<file path="config.mk">
export PLATFORM = sky130hd
export DESIGN_NAME = exposure_start_trigger_control
export DESIGN_NICKNAME = d
export VERILOG_FILES = /design/src/exposure_start_pkg.sv /design/src/exposure_start_trigger_control.sv
export SDC_FILE = /design/constraint.sdc
export NUM_CORES = 1
export LEC_CHECK = 0
export BUFFER_PORTS_ARGS = -buffer_cell sky130_fd_sc_hd__buf_2
export CORE_ASPECT_RATIO = 0.5
export CORE_MARGIN = 4
export CORE_UTILIZATION = 40
export CTS_CLUSTER_DIAMETER = 80
export DETAILED_ROUTE_END_ITERATION = 7
export GPL_ROUTABILITY_DRIVEN = 0
export GPL_TIMING_DRIVEN = 0
export SYNTH_ARGS = -nofsm -noshare
export SYNTH_HDL_FRONTEND = slang
export SYNTH_SLANG_ARGS = --single-unit
export TNS_END_PERCENT = 5
</file>
<file path="constraint.sdc">
create_clock -name clk -period 5.96 [get_ports clk]
set_input_delay 1.192 -clock clk [delete_from_list [all_inputs] [get_ports clk]]
set_output_delay 1.192 -clock clk [all_outputs]
set_load 0.03 [all_outputs]
</file>
<file path="src/exposure_start_pkg.sv">
// shared constants and types for the exposure start trigger block
package exposure_start_pkg;

  // trigger origins
  typedef enum logic [2:0] {
    SRC_SOFTWARE   = 3'h0,
    SRC_HOST_TOGGLE = 3'h1,
    SRC_LINK       = 3'h2,
    SRC_TIMER      = 3'h3,
    SRC_OPTO       = 3'h4
  } start_origin_t;

  // acquisition modes
  typedef enum logic [1:0] {
    ACQ_CONTINUOUS = 2'h0,
    ACQ_SINGLE     = 2'h1,
    ACQ_MULTI      = 2'h2
  } acq_mode_t;

  // exposure state machine
  typedef enum logic [1:0] {
    ST_IDLE    = 2'h0,
    ST_WAIT    = 2'h1,
    ST_TIMED   = 2'h2,
    ST_PULSE   = 2'h3
  } expo_state_t;

  localparam int TIME_W = 32;
  localparam int COUNT_W = 16;
  localparam logic [TIME_W-1:0] TIME_ZERO = 32'h00000000;
  localparam logic [TIME_W-1:0] TIME_ONE = 32'h00000001;
  localparam logic [COUNT_W-1:0] COUNT_ZERO = 16'h0000;
  localparam logic [COUNT_W-1:0] COUNT_ONE = 16'h0001;
  localparam logic [1:0] SYNC_RESET = 2'h0;

  // settings that steer the block
  typedef struct packed {
    logic external_start_enable;
    start_origin_t start_origin_select;
    logic edge_polarity_select;     // 1 = rising
    logic exposure_length_policy;   // 1 = pulse_length
    logic timer_sense_select;       // 1 = level type
    acq_mode_t acq_mode;
    logic [COUNT_W-1:0] burst_frame_total;
    logic [TIME_W-1:0] exposure_duration_setting;
    logic [TIME_W-1:0] timer_pulse_length;
    logic [TIME_W-1:0] free_run_period;   // cycles, from free_run_rate_setting
    logic [TIME_W-1:0] min_frame_period;  // cycles, from maximum allowed rate
  } trig_cfg_t;

  // raw trigger inputs
  typedef struct packed {
    logic host_toggle_bit;
    logic link_event;
    logic delay_timer_active;
    logic opto_input;
  } trig_in_t;

  // block state
  typedef struct packed {
    expo_state_t state;
    logic [1:0] link_sync;
    logic [1:0] opto_sync;
    logic [1:0] timer_sync;
    logic sel_prev;
    logic src_valid;
    logic [TIME_W-1:0] expo_cnt;
    logic [TIME_W-1:0] rate_cnt;
    logic [COUNT_W-1:0] frame_cnt;
    logic stop_pending;
    logic exposure_active;
    logic exposure_start;
    logic waiting_for_start;
    logic acquisition_active;
    logic start_dropped;
  } trig_state_t;

endpackage : exposure_start_pkg

</file>
<file path="src/exposure_start_trigger_control.sv">
// exposure start trigger control: free run, triggered starts and exposure length
// Function
// - Only one trigger type exists: the exposure start event beginning a frame.
// - Trigger off: internal starts from acquisition start until acquisition stop.
// - Free run below maximum rate produces starts at the programmed rate.
// - Free run above maximum rate is clamped to the maximum rate.
// - Trigger off: exposure length equals the programmed exposure duration.
// - Trigger on: starts accepted only from the selected origin of five.
// - Polarity setting picks rising or falling transition as the start.
// - Software starts always use the programmed exposure duration.
// - Link or opto: fixed uses duration, pulse follows trigger active level.
// - Timer pulse policy: edge sense uses timer length, level sense follows signal.
// - Host toggle: fixed uses duration, pulse exposes between on and off.
// - Software start while waiting begins frame exposure.
// - Leave waiting on exposure start; return once another start is acceptable.
// - Software starts outside the waiting state are discarded.
// - Link source starts a frame on the chosen edge when waiting.
// - Opto source level is the hardware start, polarity picks its edge.
// - Each valid link trigger period yields exactly one frame.
// - No frames before acquisition start; idle after stop until next start.
// - Multi frame mode stops itself after the burst frame total.
// - Pulse policy: exposure spans active edge to the following opposite edge.
// - Start events during an exposure in progress are ignored.
module exposure_start_trigger_control (
  input wire logic clk,
  input wire logic sys_rst,
  input exposure_start_pkg::trig_cfg_t cfg,
  input exposure_start_pkg::trig_in_t trig_in,
  input wire logic acquisition_start_cmd,
  input wire logic acquisition_stop_cmd,
  input wire logic soft_fire_command,
  output logic exposure_active,
  output logic exposure_start,
  output logic waiting_for_start,
  output logic acquisition_active,
  output logic start_dropped
);

  exposure_start_pkg::trig_state_t s_reg;
  exposure_start_pkg::trig_state_t s_next;

  // combinational helpers
  logic sel_level;
  logic sel_active;
  logic edge_hit;
  logic start_req;
  logic pulse_mode;
  logic [exposure_start_pkg::TIME_W-1:0] eff_period;
  logic [exposure_start_pkg::TIME_W-1:0] fixed_len;
  logic last_frame;

  // select the source level; link, timer and opto after synchronisation, host toggle direct
  always_comb begin
    unique case (cfg.start_origin_select)
      exposure_start_pkg::SRC_HOST_TOGGLE: sel_level = trig_in.host_toggle_bit;
      exposure_start_pkg::SRC_LINK: sel_level = s_reg.link_sync[1];
      exposure_start_pkg::SRC_TIMER: sel_level = s_reg.timer_sync[1];
      exposure_start_pkg::SRC_OPTO: sel_level = s_reg.opto_sync[1];
      default: sel_level = 1'b0;
    endcase
  end

  // edge detect, start request and exposure length choice
  always_comb begin
    sel_active = cfg.edge_polarity_select ? sel_level : ~sel_level;
    edge_hit = s_reg.src_valid && sel_active && (s_reg.sel_prev != sel_active);
    eff_period = (cfg.free_run_period < cfg.min_frame_period) ? cfg.min_frame_period
                                                              : cfg.free_run_period;
    if (!cfg.external_start_enable) begin
      start_req = (s_reg.rate_cnt == exposure_start_pkg::TIME_ZERO);
    end else if (cfg.start_origin_select == exposure_start_pkg::SRC_SOFTWARE) begin
      start_req = soft_fire_command;
    end else begin
      start_req = edge_hit;
    end
    // pulse tracking only for external origins under pulse policy
    pulse_mode = cfg.external_start_enable && cfg.exposure_length_policy &&
                 (cfg.start_origin_select != exposure_start_pkg::SRC_SOFTWARE) &&
                 !((cfg.start_origin_select == exposure_start_pkg::SRC_TIMER) &&
                   !cfg.timer_sense_select);
    if (cfg.external_start_enable && cfg.exposure_length_policy &&
        (cfg.start_origin_select == exposure_start_pkg::SRC_TIMER)) begin
      fixed_len = cfg.timer_pulse_length;
    end else begin
      fixed_len = cfg.exposure_duration_setting;
    end
    last_frame = (cfg.acq_mode == exposure_start_pkg::ACQ_SINGLE) ||
                 ((cfg.acq_mode == exposure_start_pkg::ACQ_MULTI) &&
                  (s_reg.frame_cnt + exposure_start_pkg::COUNT_ONE >= cfg.burst_frame_total));
  end

  // next state
  always_comb begin
    s_next = s_reg;
    s_next.exposure_start = 1'b0;
    s_next.start_dropped = 1'b0;
    // two flop synchronisers
    s_next.link_sync = {s_reg.link_sync[0], trig_in.link_event};
    s_next.opto_sync = {s_reg.opto_sync[0], trig_in.opto_input};
    s_next.timer_sync = {s_reg.timer_sync[0], trig_in.delay_timer_active};
    s_next.sel_prev = sel_active;
    s_next.src_valid = 1'b1;
    // free-run pacing counter
    if (s_reg.rate_cnt != exposure_start_pkg::TIME_ZERO) begin
      s_next.rate_cnt = s_reg.rate_cnt - exposure_start_pkg::TIME_ONE;
    end
    if (acquisition_stop_cmd) begin
      s_next.stop_pending = 1'b1;
    end
    unique case (s_reg.state)
      exposure_start_pkg::ST_IDLE: begin
        if (acquisition_start_cmd) begin
          s_next.state = exposure_start_pkg::ST_WAIT;
          s_next.frame_cnt = exposure_start_pkg::COUNT_ZERO;
          s_next.rate_cnt = exposure_start_pkg::TIME_ZERO;
          s_next.stop_pending = 1'b0;
        end
      end
      exposure_start_pkg::ST_WAIT: begin
        if (s_reg.stop_pending || acquisition_stop_cmd) begin
          s_next.state = exposure_start_pkg::ST_IDLE;
          s_next.stop_pending = 1'b0;
        end else if (start_req) begin
          s_next.exposure_start = 1'b1;
          s_next.frame_cnt = s_reg.frame_cnt + exposure_start_pkg::COUNT_ONE;
          s_next.rate_cnt = eff_period - exposure_start_pkg::TIME_ONE;
          if (last_frame) begin
            s_next.stop_pending = 1'b1;
          end
          if (pulse_mode) begin
            s_next.state = exposure_start_pkg::ST_PULSE;
          end else begin
            s_next.state = exposure_start_pkg::ST_TIMED;
            s_next.expo_cnt = fixed_len;
          end
        end
      end
      exposure_start_pkg::ST_TIMED: begin
        if (s_reg.expo_cnt <= exposure_start_pkg::TIME_ONE) begin
          s_next.state = exposure_start_pkg::ST_WAIT;
        end else begin
          s_next.expo_cnt = s_reg.expo_cnt - exposure_start_pkg::TIME_ONE;
        end
        if (soft_fire_command || edge_hit) begin
          s_next.start_dropped = 1'b1;
        end
      end
      exposure_start_pkg::ST_PULSE: begin
        if (!sel_active) begin
          s_next.state = exposure_start_pkg::ST_WAIT;
        end
      end
    endcase
    s_next.exposure_active = (s_next.state == exposure_start_pkg::ST_TIMED) ||
                             (s_next.state == exposure_start_pkg::ST_PULSE);
    s_next.waiting_for_start = (s_next.state == exposure_start_pkg::ST_WAIT);
    s_next.acquisition_active = (s_next.state != exposure_start_pkg::ST_IDLE);
  end

  // state register
  always_ff @(posedge clk) begin
    if (sys_rst) begin
      s_reg <= '0;
      s_reg.state <= exposure_start_pkg::ST_IDLE;
      s_reg.link_sync <= exposure_start_pkg::SYNC_RESET;
      s_reg.opto_sync <= exposure_start_pkg::SYNC_RESET;
      s_reg.timer_sync <= exposure_start_pkg::SYNC_RESET;
    end else begin
      s_reg <= s_next;
    end
  end

  // outputs straight from flops
  assign exposure_active = s_reg.exposure_active;
  assign exposure_start = s_reg.exposure_start;
  assign waiting_for_start = s_reg.waiting_for_start;
  assign acquisition_active = s_reg.acquisition_active;
  assign start_dropped = s_reg.start_dropped;

endmodule : exposure_start_trigger_control

</file>
After elaboration in Yosys (flattened, before gate mapping)

Cells that the tools add are included.

Add/sub/neg operators: 4
Magnitude comparators: 3
Equality and inequality tests: 18
Mux-type cells: 30
Bitwise logic cells: 3
Reductions and logical operators: 26

Operators with widths:

| cell                                                                   | number |
|---|---|
| 32-bit two-way mux                                                     | 5 |
| 49-bit case mux with 2 select lines                                    | 1 |
| 32-bit by 1-bit subtractor with 32-bit output, second input constant   | 3 |
| 87-bit two-way mux                                                     | 1 |
| 81-bit two-way mux                                                     | 1 |
| 80-bit two-way mux                                                     | 1 |
| 32-bit case mux with 2 select lines                                    | 1 |
| 49-bit two-way mux                                                     | 1 |
| 32-bit by 1-bit <= comparator with 1-bit output, second input constant | 1 |
| 32-bit logical NOT                                                     | 1 |
| 32-bit < comparator                                                    | 1 |
| 32-bit nonzero test                                                    | 1 |
| 16-bit by 1-bit adder with 16-bit output, second input constant        | 1 |
| 16-bit >= comparator                                                   | 1 |
| 1-bit two-way mux                                                      | 12 |
| 2-bit == test, second input constant                                   | 5 |
| 2-bit two-way mux                                                      | 5 |
| 2-bit inequality test, second input constant                           | 5 |
| 1-bit logical AND                                                      | 8 |
| 2-bit case mux with 4 select lines                                     | 1 |
| 2-bit by 1-bit == test with 1-bit output, second input constant        | 3 |
| 3-bit by 2-bit == test with 1-bit output, second input constant        | 2 |
| 2-bit nonzero test                                                     | 3 |
| 5-bit AND reduction                                                    | 1 |
| 13 further kinds                                                       | 19 |

Register bits after elaboration: 96
Bits of input ports: 162
Output and inout port bits: 5
Logic and storage cells: 99

Logic depth before layout (Yosys ltp)

Depth after elaboration: 14
Gate-level depth with buffers: 19
Gate-level depth less buffers: 17

Worst setup path before layout

Ideal clock, no wire load.

Path kind: input to register
Start point: in cfg[1] (netlist name)
End point: reg s_reg[52] (netlist name)
Setup time: 0.116 ns
Arrival: 5.204 ns
Required time: 5.844 ns
Setup slack: 0.639 ns
Cell stages on the path: 16
Path buffers: 2
Cells stage by stage: inv_1 > ha_1 > a2111o_1 > a311o_1 > a211o_1 > a31oi_2 > buf_2 > buf_2 > mux2i_1 > ha_1 > nor4b_1 > nand4_1 > nor4_1 > xnor2_1 > o21ai_0 > a41o_1

Word-level cells in the longest chain between the ends: 6

RTL lines:

| item                                              | line                                  | RTL |
|---|---|---|
| from (decl)                                       | exposure_start_trigger_control.sv:27  | `input exposure_start_pkg::trig_cfg_t cfg,` |
| 32-bit < comparator                               | exposure_start_trigger_control.sv:67  | `eff_period = (cfg.free_run_period < cfg.min_frame_period) ? cfg.min_frame_period` |
| 32-bit two-way mux (*)                            | exposure_start_trigger_control.sv:67  |  |
| 32-bit by 1-bit subtractor with 32-bit output (*) | exposure_start_trigger_control.sv:126 | `s_next.rate_cnt = eff_period - exposure_start_pkg::TIME_ONE;` |
| 81-bit two-way mux (*)                            | exposure_start_trigger_control.sv:123 | `end else if (start_req) begin` |
| 80-bit two-way mux (*)                            | exposure_start_trigger_control.sv:120 | `if (s_reg.stop_pending \|\| acquisition_stop_cmd) begin` |
| 49-bit case mux with 2 select lines (*)           | exposure_start_trigger_control.sv:110 | `unique case (s_reg.state)` |
| to (signal assigned)                              | exposure_start_trigger_control.sv:169 | `s_reg <= s_next;` |
| to (decl)                                         | exposure_start_trigger_control.sv:39  | `exposure_start_pkg::trig_state_t s_reg;` |

Every way passes the cells marked *; elsewhere a longest branch is shown, timed or not. The select of a mux whose other input is x is not followed.
A chain may end at the register's enable or synchronous reset.

Worst setup path in the final report

Ends and elaborated chain as after synthesis.

==> flow_summary.json <==
{
  "status": "complete, no violations",
  "hold_viol": 0,
  "syn_area_um2": 8050,
  "insertion_delay_ns": 0.35,
  "worst_slew_pin_slew_ns": 1.11,
  "io_buffers": 165,
  "start_kind": "primary input",
  "fillCellCount": 1985,
  "rows": 36,
  "ctsHoldBuffers": 0,
  "routed_wl_um": 24000,
  "chipWidth_um": 209,
  "initial_core_util_pct": 41.1,
  "final_area_um2": 9560,
  "die_h_um": 108,
  "dpl.hpwl_um": 19100,
  "power_frac_comb_pct": 48.3,
  "ant_nets": 0,
  "grt_pass1_vias": 7801,
  "ir_drop_v": 0.000185,
  "critPathArrivalTime_ns": 5.81,
  "fin_ws_ns": 0.401,
  "p_leak_uw": 0.00411,
  "core_um2": 19600,
  "layout_min_cycle_time_ns": 5.56,
  "multi_input_area_um2": 5730,
  "synth.distinct_cells": 73,
  "crit_required_ns": 6.21,
  "antennaDiodeCount": 0,
  "wl_per_cell_um": 16.1,
  "fin_util_pct": 48.8,
  "vias": 8181,
  "yosys_register_bits": 96,
  "criticalPathCategory": "primary input to register",
  "ys_top_cells_by_area": "dfxtp_1, ha_1, xnor2_1, mux2i_1, nor2_1",
  "p_int_uw": 1660,
  "antenna_found_initial": 0,
  "finalNetCount": 1434,
  "total_power_uw": 2760,
  "skew_ns": 0.0114,
  "placed_area_um2": 9200,
  "hp-class": "register to register",
  "maxCapViolCount": 0,
  "async_flop_share_pct": 0,
  "clock_sinks": 96,
  "grt.total_usage_pct": 20.4,
  "fin_crit_sh_pct": 93.3,
  "yosysWarnings": 0,
  "critPathMaxFanout": 10,
  "cts_setup_buffers": 0,
  "p_sw_share_pct": 40.0,
  "seq_area_um2": 1920,
  "synth_top_cell_by_area": "dfxtp_1",
  "ys_seq_area_share_pct": 23.9,
  "grt_start_max_net_pins": 19,
  "crit_path_end_kind": "register",
  "place_ws_ns": -0.635,
  "grt-ovfl-total": 0,
  "vias_per_cell": 5.49,
  "synth_commonest_cells": "nor2_1, dfxtp_1, nand2_1",
  "area_growth_pct": 18.9,
  "powerDensity_nw_per_um2": 289,
  "cts-root-buf": "clkbuf_16",
  "p_seq_share_pct": 29.6,
  "cts-htree-levels": 3,
  "p_sw_uw": 1100,
  "drtPass1Iterations": 5,
  "synth_cells": 1044,
  "drive_above_1_share_pct": 19.0,
  "synth_nets": 1258,
  "pin_count": 167,
  "rsz0062_at_grt": "no",
  "finalSetupViolations": 0,
  "grt_pass1_wl_um": 38400,
  "fin_tns_setup_ns": 0,
  "relSlewSlack_pct": 25.7,
  "synth.most_common_cell": "nor2_1",
  "dieArea_um2": 22600,
  "slew_violations": 0,
  "timing.fmax_mhz": 180,
  "drt-initial-drc-count": 422,
  "synth.avg_cell_area_um2": 7.71,
  "synth_top_flop_cell": "dfxtp_1",
  "netlist.area_leader.share_pct": 23.9,
  "cts_buffers": 9,
  "route.detailed.drc": 0,
  "synth-edff-count": 0,
  "cts_tree": "yes",
  "clockBufferDepth": 2,
  "clk_pin_slew_ns": 0.08,
  "largest_reg_flops": 88,
  "clkPwrFrac_pct": 22.1
}
logic make-up after synthesis:
family,after synthesis,synth area share (%)
mux,48,5.99
simple gates,406,26.3
compound gates,241,19.6
fa+ha+maj,52,8.09
buf+inv,102,5.35
flops,96,23.9
xor+xnor,99,10.8
final cells by class:
type                    count  share of cell area [%]
multi-input cells         846                    60.0
flip-flops and latches     96                    20.1
repair buffers            165                    8.64
well taps                 266                    3.48
inverters                  60                    2.37
clock buffers               9                    2.36
plain buffers              42                    2.16
clock inverters             7                   0.942
timing repair:
| action | 4_1_cts | 5_1_grt |
|---|---|---|
| endpoints found under the hold margin | 0 | 0 |
| endpoints found under the setup margin | 6 | 5 |
| resized for setup | 2 | 5 |
per-stage QoR:
step / hold slack, ns / cells
2_1_floorplan: 0.414 / 1044
3_3_place_gp: 0.417 / 1475
3_5_place_dp: 0.430 / 1475
4_1_cts: 0.448 / 1491
5_1_grt: 0.470 / 1491
6_report: 0.444 / 1491
final timing paths:
kind / slack [ns] / from / cells past startpoint / to
worst max register to register: 2.60 / s_reg[6] / 15 / s_reg[5]
worst min-delay path: 0.44 / s_next[89] / 1 / s_reg[89]
worst max-delay path: 0.40 / cfg[1] / 19 / s_reg[52]
worst min register to register: 0.44 / s_next[89] / 1 / s_reg[89]
per-layer routing:
layer | global-route usage (%) | routed length [um]
met5 | 0 | 0
met4 | 3.82 | 201
met3 | 2.93 | 1260
met2 | 34.3 | 10700
met1 | 28.4 | 11800
worst max-delay path, stage by stage:
cell and delay [ns]:
buf_2 0.12, inv_1 0.05, ha_1 0.28, a2111o_1 0.39
a311o_1 0.32, a211o_1 0.28, a31oi_4 0.35, clkbuf_4 0.32
buf_2 0.26, mux2i_1 0.22, ha_1 0.27, nor3b_4 0.32
and3_1 0.32, nand4_1 0.24, nor4_2 0.30, xnor2_1 0.09
nand2_1 0.07, o21ai_0 0.14, a41o_1 0.27
placed cells by master, fill, tap and decap left out, types with 5 or more instances in the layout:
cell       instances
buf_2            174
nor2_1           101
dfxtp_1           96
nand2_1           85
a21oi_1           71
xnor2_1           68
inv_1             58
o21ai_0           57
ha_1              52
mux2i_1           47
nor3_1            39
xor2_1            31
nand3_1           27
clkbuf_1          27
nor4_1            24
o22ai_1           20
nor2b_1           17
nand4_1           14
nand2b_1          13
and3_1            13
a21o_1            12
or3_1             12
nor3b_1           11
or4_1             11
o32ai_1           11
o22ai_2           10
a22o_1             9
clkbuf_16          9
o31ai_1            8
nand3b_1           7
o211ai_1           6
and2_1             6
a31oi_1            5
power by group through the flow:
stage	logic, uW	clock network [uW]	registers [uW]
6_report	1330	612	817
5_1_grt	1510	648	830
4_1_cts	1330	625	815
3_5_place_dp	1320	0	828
3_3_place_gp	1310	0	827
2_1_floorplan	1030	0	815
Note: power is estimated with default switching activity, not from simulation.
